==> src/include/pmss_params.svh <==
// register offsets, field positions and reset values for the status summary bank
`ifndef PMSS_PARAMS_SVH
`define PMSS_PARAMS_SVH

`define PMSS_OFS_STATUS_BYTE   8'h78
`define PMSS_OFS_SUMMARY_WORD  8'h79
`define PMSS_OFS_VOUT_STATUS   8'h7A
`define PMSS_OFS_CURRENT_GROUP_PENDING   8'h7B

`define PMSS_RST_WORD          16'h0000
`define PMSS_RST_BYTE          8'h00

`define PMSS_W_VOUT_GROUP      15
`define PMSS_W_IOUT_GROUP      14
`define PMSS_W_INPUT_GROUP     13
`define PMSS_W_VENDOR_GROUP    12
`define PMSS_W_PWR_NOT_GOOD    11
`define PMSS_W_PASS_FET_FAULT  8

`define PMSS_B_GATE_OFF        6
`define PMSS_B_OC_SHUTDOWN     4
`define PMSS_B_IN_UV_FAULT     3
`define PMSS_B_TEMP            2
`define PMSS_B_COMM_ERR        1
`define PMSS_B_OTHER           0

`define PMSS_V_OV_WARN         6
`define PMSS_V_UV_WARN         5
`define PMSS_I_OC_FAULT        7
`define PMSS_I_OC_WARN         5

`endif

==> src/include/pmss_pkg.sv <==
// types shared by the status summary bank
package pmss_pkg;
  typedef logic [7:0]  pmss_byte_t;
  typedef logic [15:0] pmss_word_t;
  typedef enum logic [1:0] {
    PMSS_COMM_NONE     = 2'b00,
    PMSS_COMM_BAD_CMD  = 2'b01,
    PMSS_COMM_BAD_PEC  = 2'b11,
    PMSS_COMM_BAD_FORM = 2'b10
  } pmss_comm_err_e;
endpackage

==> src/core/pmss_status_bank.sv <==
// summary status word and output voltage / current status registers
//
// Overview of operation
// - 16-bit summary word resets to zero; low byte equals status byte.
// - bit 15 is live: any output-voltage status bit active.
// - bit 14 is live: any output-current status bit active.
// - bit 13 is live: any input status bit active.
// - bit 12 is live: any vendor-specific status bit active.
// - bit 11 is live: power-good sense below threshold.
// - bit 8 latches on a pass transistor fault.
// - bits 6,4,3,2,1,0 mirror the status byte bits.
// - reserved bits of all three registers read as zero.
// - voltage register resets to zero; bit 6 latches output overvoltage.
// - voltage register bit 5 latches output undervoltage.
// - current register resets zero; bit 7 latches timed overcurrent shutdown.
// - current register bit 5 latches overcurrent above warning threshold.
// - status byte bit 1 latches on bad command, PEC or message.
// - status byte bit 6 is live: gate drive off.
`timescale 1ns/10ps
`include "pmss_params.svh"
module pmss_status_bank (
  input  wire logic                    mclk_i,
  input  wire logic                    rst_n_i,
  input  wire logic                    power_not_good_i,
  input  wire logic                    gate_drive_off_i,
  input  wire logic                    temp_group_pending_i,
  input  wire logic                    input_group_pending_i,
  input  wire logic                    vendor_group_pending_i,
  input  wire logic                    other_status_pending_i,
  input  wire logic                    pass_transistor_fault_i,
  input  wire logic                    overcurrent_shutdown_i,
  input  wire logic                    input_undervolt_i,
  input  wire logic                    output_overvolt_i,
  input  wire logic                    output_undervolt_i,
  input  wire logic                    output_overcurrent_i,
  input  wire pmss_pkg::pmss_comm_err_e comm_err_i,
  input  wire logic                    clear_faults_i,
  input  wire logic [7:0]              rd_addr_i,
  input  wire logic                    rd_en_i,
  output logic [15:0]                  rd_data_o,
  output logic                         rd_hit_o,
  output logic [15:0]                  summary_status_word_o,
  output logic [7:0]                   output_voltage_status_o,
  output logic [7:0]                   output_current_status_o
);
  localparam int NLATCH = 6;

  // latched sources: 0 fet, 1 oc shutdown, 2 input uv, 3 comm, 4 out ov, 5 out uv, 6 oc warn
  logic [NLATCH:0] lat_set;
  logic [NLATCH:0] lat_flag;

  pmss_pkg::pmss_byte_t status_byte;
  pmss_pkg::pmss_byte_t vout_d;
  pmss_pkg::pmss_byte_t iout_d;
  pmss_pkg::pmss_word_t word_d;

  pmss_pkg::pmss_word_t word_q;
  pmss_pkg::pmss_byte_t vout_q;
  pmss_pkg::pmss_byte_t iout_q;
  logic [15:0]          rd_data_q;
  logic                 rd_hit_q;

  always_comb begin
    lat_set[0] = pass_transistor_fault_i;
    lat_set[1] = overcurrent_shutdown_i;
    lat_set[2] = input_undervolt_i;
    lat_set[3] = (comm_err_i != pmss_pkg::PMSS_COMM_NONE);
    lat_set[4] = output_overvolt_i;
    lat_set[5] = output_undervolt_i;
    lat_set[6] = output_overcurrent_i;
  end

  // set beats a simultaneous clear-faults so no event is lost
  genvar gi;
  generate
    for (gi = 0; gi <= NLATCH; gi++) begin : g_latch
      pmss_sticky_bit u_bit (
        .mclk_i  (mclk_i),
        .rst_n_i (rst_n_i),
        .set_i   (lat_set[gi]),
        .clear_i (clear_faults_i),
        .flag_o  (lat_flag[gi])
      );
    end
  endgenerate

  always_comb begin
    vout_d = `PMSS_RST_BYTE;
    vout_d[`PMSS_V_OV_WARN] = lat_flag[4];
    vout_d[`PMSS_V_UV_WARN] = lat_flag[5];
    iout_d = `PMSS_RST_BYTE;
    iout_d[`PMSS_I_OC_FAULT] = lat_flag[1];
    iout_d[`PMSS_I_OC_WARN] = lat_flag[6];
  end

  always_comb begin
    status_byte = `PMSS_RST_BYTE;
    status_byte[`PMSS_B_GATE_OFF] = gate_drive_off_i;
    status_byte[`PMSS_B_OC_SHUTDOWN] = lat_flag[1];
    status_byte[`PMSS_B_IN_UV_FAULT] = lat_flag[2];
    status_byte[`PMSS_B_TEMP] = temp_group_pending_i;
    status_byte[`PMSS_B_COMM_ERR] = lat_flag[3];
    status_byte[`PMSS_B_OTHER] = other_status_pending_i;
  end

  always_comb begin
    word_d = {8'h00, status_byte};
    word_d[`PMSS_W_VOUT_GROUP] = |vout_d;
    word_d[`PMSS_W_IOUT_GROUP] = |iout_d;
    word_d[`PMSS_W_INPUT_GROUP] = input_group_pending_i;
    word_d[`PMSS_W_VENDOR_GROUP] = vendor_group_pending_i;
    word_d[`PMSS_W_PWR_NOT_GOOD] = power_not_good_i;
    word_d[`PMSS_W_PASS_FET_FAULT] = lat_flag[0];
  end

  // registered copies keep every output straight from a flip-flop
  // at the cost of one cycle of latency on live bits
  always_ff @(posedge mclk_i) begin
    if (!rst_n_i) begin
      word_q <= `PMSS_RST_WORD;
      vout_q <= `PMSS_RST_BYTE;
      iout_q <= `PMSS_RST_BYTE;
    end else begin
      word_q <= word_d;
      vout_q <= vout_d;
      iout_q <= iout_d;
    end
  end

  // read port only; no write path exists so host writes have no effect
  always_ff @(posedge mclk_i) begin
    if (!rst_n_i) begin
      rd_data_q <= `PMSS_RST_WORD;
      rd_hit_q  <= 1'b0;
    end else if (rd_en_i) begin
      unique case (rd_addr_i)
        `PMSS_OFS_STATUS_BYTE: begin
          rd_data_q <= {8'h00, word_q[7:0]};
          rd_hit_q  <= 1'b1;
        end
        `PMSS_OFS_SUMMARY_WORD: begin
          rd_data_q <= word_q;
          rd_hit_q  <= 1'b1;
        end
        `PMSS_OFS_VOUT_STATUS: begin
          rd_data_q <= {8'h00, vout_q};
          rd_hit_q  <= 1'b1;
        end
        `PMSS_OFS_CURRENT_GROUP_PENDING: begin
          rd_data_q <= {8'h00, iout_q};
          rd_hit_q  <= 1'b1;
        end
        default: begin
          rd_data_q <= `PMSS_RST_WORD;
          rd_hit_q  <= 1'b0;
        end
      endcase
    end else begin
      rd_hit_q <= 1'b0;
    end
  end

  assign rd_data_o               = rd_data_q;
  assign rd_hit_o                = rd_hit_q;
  assign summary_status_word_o   = word_q;
  assign output_voltage_status_o = vout_q;
  assign output_current_status_o = iout_q;
endmodule

==> src/core/pmss_sticky_bit.sv <==
// one latched status flag: set wins over clear
`timescale 1ns/10ps
module pmss_sticky_bit (
  input  wire logic mclk_i,
  input  wire logic rst_n_i,
  input  wire logic set_i,
  input  wire logic clear_i,
  output logic      flag_o
);
  logic flag_q;

  always_ff @(posedge mclk_i) begin
    if (!rst_n_i) begin
      flag_q <= 1'b0;
    end else if (set_i) begin
      flag_q <= 1'b1;
    end else if (clear_i) begin
      flag_q <= 1'b0;
    end
  end

  assign flag_o = flag_q;
endmodule

==> config.mk <==
export PLATFORM = sky130hd
export DESIGN_NAME = pmss_status_bank
export DESIGN_NICKNAME = d
export VERILOG_FILES = /design/src/include/pmss_pkg.sv /design/src/core/pmss_status_bank.sv /design/src/core/pmss_sticky_bit.sv
export VERILOG_INCLUDE_DIRS = /design/src /design/src/include
export SDC_FILE = /design/constraint.sdc
export NUM_CORES = 1
export LEC_CHECK = 0
export ABC_AREA = 1
export BUFFER_PORTS_ARGS = -buffer_cell sky130_fd_sc_hd__clkbuf_2
export CAP_MARGIN = 20
export CORE_MARGIN = 2
export CORE_UTILIZATION = 49
export CTS_CLUSTER_DIAMETER = 100
export DETAILED_ROUTE_END_ITERATION = 6
export PLACE_DENSITY = 0.87
export SLEW_MARGIN = 20
export SYNTH_ARGS = -nofsm -noshare
export SYNTH_HDL_FRONTEND = slang
export SYNTH_HIERARCHICAL = 1
export SYNTH_SLANG_ARGS = --single-unit
==> constraint.sdc <==
create_clock -name mclk_i -period 1.3 [get_ports mclk_i]
set_input_delay 0.325 -clock mclk_i [delete_from_list [all_inputs] [get_ports mclk_i]]
set_output_delay 0.325 -clock mclk_i [all_outputs]
set_load 0.1 [all_outputs]
Word-level counts from Yosys, hierarchy flattened
Index checks and enable logic that the tools add are counted.
{"block": "classes", "eq_ne": 4, "muxes": 10, "n_reduce_logical": 12}
{"cell": "one-hot mux 16 bit (4 select lines)", "count": 1}
{"cell": "== test 8 x 7 -> 1 bit, second input constant", "count": 4}
{"cell": "nonzero test 2 bit", "count": 8}
{"cell": "two-way mux 1 bit", "count": 9}
{"cell": "OR reduction 2 bit", "count": 2}
{"cell": "OR reduction 4 bit", "count": 1}
{"cell": "AND reduction 2 bit", "count": 1}
{"block": "word_totals", "register_bits": 56, "input_bits": 26, "out_inout_bits": 49, "elab_cells": 41}

Depth between registers and ports, before layout
{"block": "logic_depth", "ltp_word": 3, "mapped_depth": 8, "ltp_nobuf": 7}

Hierarchy
Netlist, hierarchy kept.
{"mod": "pmss_status_bank", "instances": 1, "cells_each": 159, "area_each_um2": 1249.9}
{"mod": "pmss_sticky_bit", "instances": 7, "cells_each": 6, "area_each_um2": 43.8}

Worst setup path after synthesis
No wires, ideal clock.
{"block": "synth_path", "path_kind": "reg2out", "start": "reg word_q[4], in the netlist summary_status_word_o[4]", "end": "out summary_status_word_o[4]", "arrival_time_ns": 1.390, "slack_ns": -0.415, "path_stages_with_launch": 2, "cell_sequence": "dfxtp_1 -> buf_4"}
{"item": "from (decl)", "line_no": "pmss_status_bank.sv:57", "source": "pmss_pkg::pmss_word_t word_q;"}
{"item": "from (signal assigned)", "line_no": "pmss_status_bank.sv:120", "source": "word_q <= `PMSS_RST_WORD;"}
{"item": "from (signal assigned)", "line_no": "pmss_status_bank.sv:124", "source": "word_q <= word_d;"}
{"item": "to (decl)", "line_no": "pmss_status_bank.sv:42", "source": "output logic [15:0] summary_status_word_o,"}
No word-level cell between the ends.

Final worst setup path
{"block": "layout_path", "start": "reg rd_data_q[4], in the netlist rd_data_o[4]", "end": "out rd_data_o[4]"}
{"item": "from (decl)", "line_no": "pmss_status_bank.sv:60", "source": "logic [15:0] rd_data_q;"}
{"item": "from (signal assigned)", "line_no": "pmss_status_bank.sv:133", "source": "rd_data_q <= `PMSS_RST_WORD;"}
{"item": "from (signal assigned)", "line_no": "pmss_status_bank.sv:138", "source": "rd_data_q <= {8'h00, word_q[7:0]};"}
{"item": "from (signal assigned)", "line_no": "pmss_status_bank.sv:142", "source": "rd_data_q <= word_q;"}
{"item": "to (decl)", "line_no": "pmss_status_bank.sv:40", "source": "output logic [15:0] rd_data_o,"}
No word-level cell between the ends.

==> run_results.csv <==
group,metric,value,unit
sta,fin_skew,6.694,ps
logic_synthesis,synth_seq_area_share,0.4759,
sta,rsz0062_at_grt,"false",
floorplanning,die_w,60.36,um
global_route,gr-total-overflow,0,
logic_synthesis,yosys_register_bits,37,
floorplanning,num_rows,20,
clocking,root_buffer,"clkbuf_4",
clocking,hold_buffers,0,
placement,port-buffer-count,56,
clocking,clock-sinks,37,
logic_synthesis,synth_flop_cell,"dfxtp_1",
setup_path,cp_slowest_cell,"dfxtp_1",
logic_synthesis,synthSimpleGateAreaFrac,0.2371,
power,power.density,1060,mW/mm2
hold_path,holdCritPathClass,"input port to register",
floorplanning,die_h,60.36,um
detailed_routing,vias_per_cell,4.357,
detailed_routing,wl_per_cell,10.70,um
logic_synthesis,synth_area_leader_cell,"dfxtp_1",
sta,finalCritPeriodShare,0.9617,
setup_path,endpoint_kind,"output port",
setup_path,crit_chain,"buf_12",
floorplanning,fp.coreArea,0.003028,mm2
setup_path,cp.arrival,930,ps
logic_synthesis,synthCells,201,
logic_synthesis,synth.mux.area_fraction,0,
logic_synthesis,synth_top_area_share,0.4759,
logic_synthesis,synth_area_per_cell,7.744,um2
setup_path,critPathTopFamily,"flip-flops",
logic_synthesis,synthAdderAreaFrac,0,
power,p_leak,1.167,nW
hold_path,hold_depth,3,
logic_synthesis,synthArstFlopShare,0,
global_route,grt_pass1_vias,1242,
cells_and_area,areaGrowthSynthToFinish,49.68,%
logic_synthesis,ys_types,20,
global_route,antenna_found_initial,0,
cells_and_area,seq_area,757.0,um2
floorplanning,ios,75,
placement,dp_worst_setup_slack,88.12,ps
floorplanning,initial_utilization,0.5140,
cells_and_area,antenna-diode-count,0,
logic_synthesis,synth-compound-area-share,0.07797,
sta,slew_viol_final,0,
detailed_routing,num_vias,1329,
clocking,clk_path_buf_depth,2,
sta,fmax,799.9,MHz
cells_and_area,multi_input_area,558.0,um2
detailed_routing,initialDrtViolationCount,52,
cells_and_area,fin_nets,286,
setup_path,worst-path-stages,1,
setup_path,worst_setup_path_start_kind,"register",
setup_path,cpPeakStageDelay,400,ps
run_status,status,"finished clean",
global_route,grt_pass1_wl,5306,um
clocking,cts_tree,"built",
sta,setup_viol,0,
sta,fin_ws,49.85,ps
clocking,clkTransAtPathRegs,100,ps
logic_synthesis,synth_edf_count,0,
setup_path,critPathKind,"register to output port",
job,cap_violations,0,
sta,final.min_clock_period,1250,ps
setup_path,cp_max_fo,2,
clocking,cts_buffers,5,
detailed_routing,wirelength,3265,um
floorplanning,dieArea,0.003643,mm2
logic_synthesis,synthTopCellsByCount,"nand2_1 (56), dfxtp_1 (37), inv_1 (37)",
logic_synthesis,synthTopCellsByArea,"dfxtp_1 (48%), nand2_1 (14%), buf_4 (9.6%), inv_1 (8.9%), a21oi_2 (3.9%)",
setup_path,worstPathRequired,980,ps
logic_synthesis,synth_xor_area_frac,0,
setup_path,cp.buffers_inverters,1,
logic_synthesis,yosysMostFrequentCell,"nand2_1",
logic_synthesis,synth_top_family_by_area,"simple AND/OR/NAND/NOR gates",
detailed_routing,dr.pass1.iters,4,
cells_and_area,layout-drive-gt1-share,0.3563,
global_route,track_usage,0.2016,
detailed_routing,route.detailed.drc,0,
sta,setup-tns-final,0,ps
clocking,worstSkewPairLatency,340,ps
setup_path,rr_worst_depth,3,
detailed_routing,drtAntennaViolNets,0,
global_route,grt_max_degree,20,
placement,gp_congestion,0.7775,
clocking,htree_num_levels,2,
logic_synthesis,yosys_warnings,6,
cells_and_area,fillers,213,
placement,place_hpwl,2757,um
power,irDropWorstVdd,0.6761,mV
sta,hold_viol_final,0,
logic_synthesis,synth_area,0.001556,mm2
[path summary, 6_finish.rpt]
check	slack (ps)	startpoint	endpoint
worst max register to register	470	summary_status_word_o[4]	rd_data_o[7]
worst min-delay path	160	vendor_group_pending_i	summary_status_word_o[12]
worst max-delay path	50	rd_data_o[4]	rd_data_o[4]
worst min register to register	450	g_latch[0].u_bit/flag_o	summary_status_word_o[8]
[registers in the layout, summed over array words and instances, names as in the netlist]
register and count:
output_current_status_o 1, rd_hit_o 1, output_voltage_status_o 2, summary_status_word_o 12
rd_data_o 14, g_latch.u_bit/flag_o 7
[power breakdown]
| part | internal (mW) | switching, mW | leakage [nW] |
|---|---|---|---|
| Clock | 0.215 | 0.339 | 0.0265 |
| Sequential | 1.18 | 0.0377 | 0.307 |
| Combinational | 0.168 | 0.533 | 0.833 |
| Total | 1.56 | 0.910 | 1.17 |
[kinds of logic after synthesis]
family          Yosys count
other cells               1
buf+inv                  63
compound gates           19
simple gates             81
flops                    37
[area by class of cell]
| cell class | instances | share of cell area |
|---|---|---|
| repair buffers | 58 | 0.3265 |
| clock buffers | 8 | 0.02095 |
| flip-flops and latches | 37 | 0.3249 |
| inverters | 40 | 0.06445 |
| multi-input cells | 118 | 0.2395 |
| well taps | 44 | 0.02363 |
[per-layer routing]
metal  up-vias  share of wire  global-route usage
li1        683              -                   -
met1       598           0.37              0.2016
met2        41           0.55              0.3773
met3         7          0.057             0.06183
met4         0          0.023             0.09524
met5         -              0                   0
[per-stage QoR]
step	hold WS [ps]	utilization	power, mW	cell area (um2)	instances
6_report	161.6	0.7694	2.469	2330	305
5_1_grt	162.9	0.7694	2.567	2330	305
4_1_cts	155.3	0.7690	2.483	2328	305
3_5_place_dp	431.5	0.7529	1.942	2280	297
3_3_place_gp	417.3	0.7529	1.927	2280	297
2_1_floorplan	407.1	-	1.787	1635	218
[placed cells by master (no fill, tap or decap), types with 2 or more instances in the layout]
| cell | count |
|---|---|
| nand3b_1 | 6 |
| buf_4 | 2 |
| nor2_1 | 2 |
| nand2_1 | 56 |
| a21oi_1 | 6 |
| dfxtp_2 | 10 |
| clkbuf_4 | 5 |
| clkbuf_2 | 25 |
| nand3_1 | 7 |
| conb_1 | 18 |
| inv_2 | 3 |
| a21oi_2 | 7 |
| nor2_2 | 3 |
| dfxtp_1 | 26 |
| nand2_2 | 3 |
| inv_1 | 37 |
| clkbuf_1 | 3 |
| buf_12 | 31 |
| o21ai_1 | 6 |
[timing repair]
| action | 4_1_cts | 5_1_grt |
|---|---|---|
| endpoints found under the hold margin | 0 | 0 |
| buffers inserted | 0 | 0 |
| setup endpoints to repair | 0 | 1 |
| resized for setup | 0 | 1 |
Power figures use the tool's default switching activity.
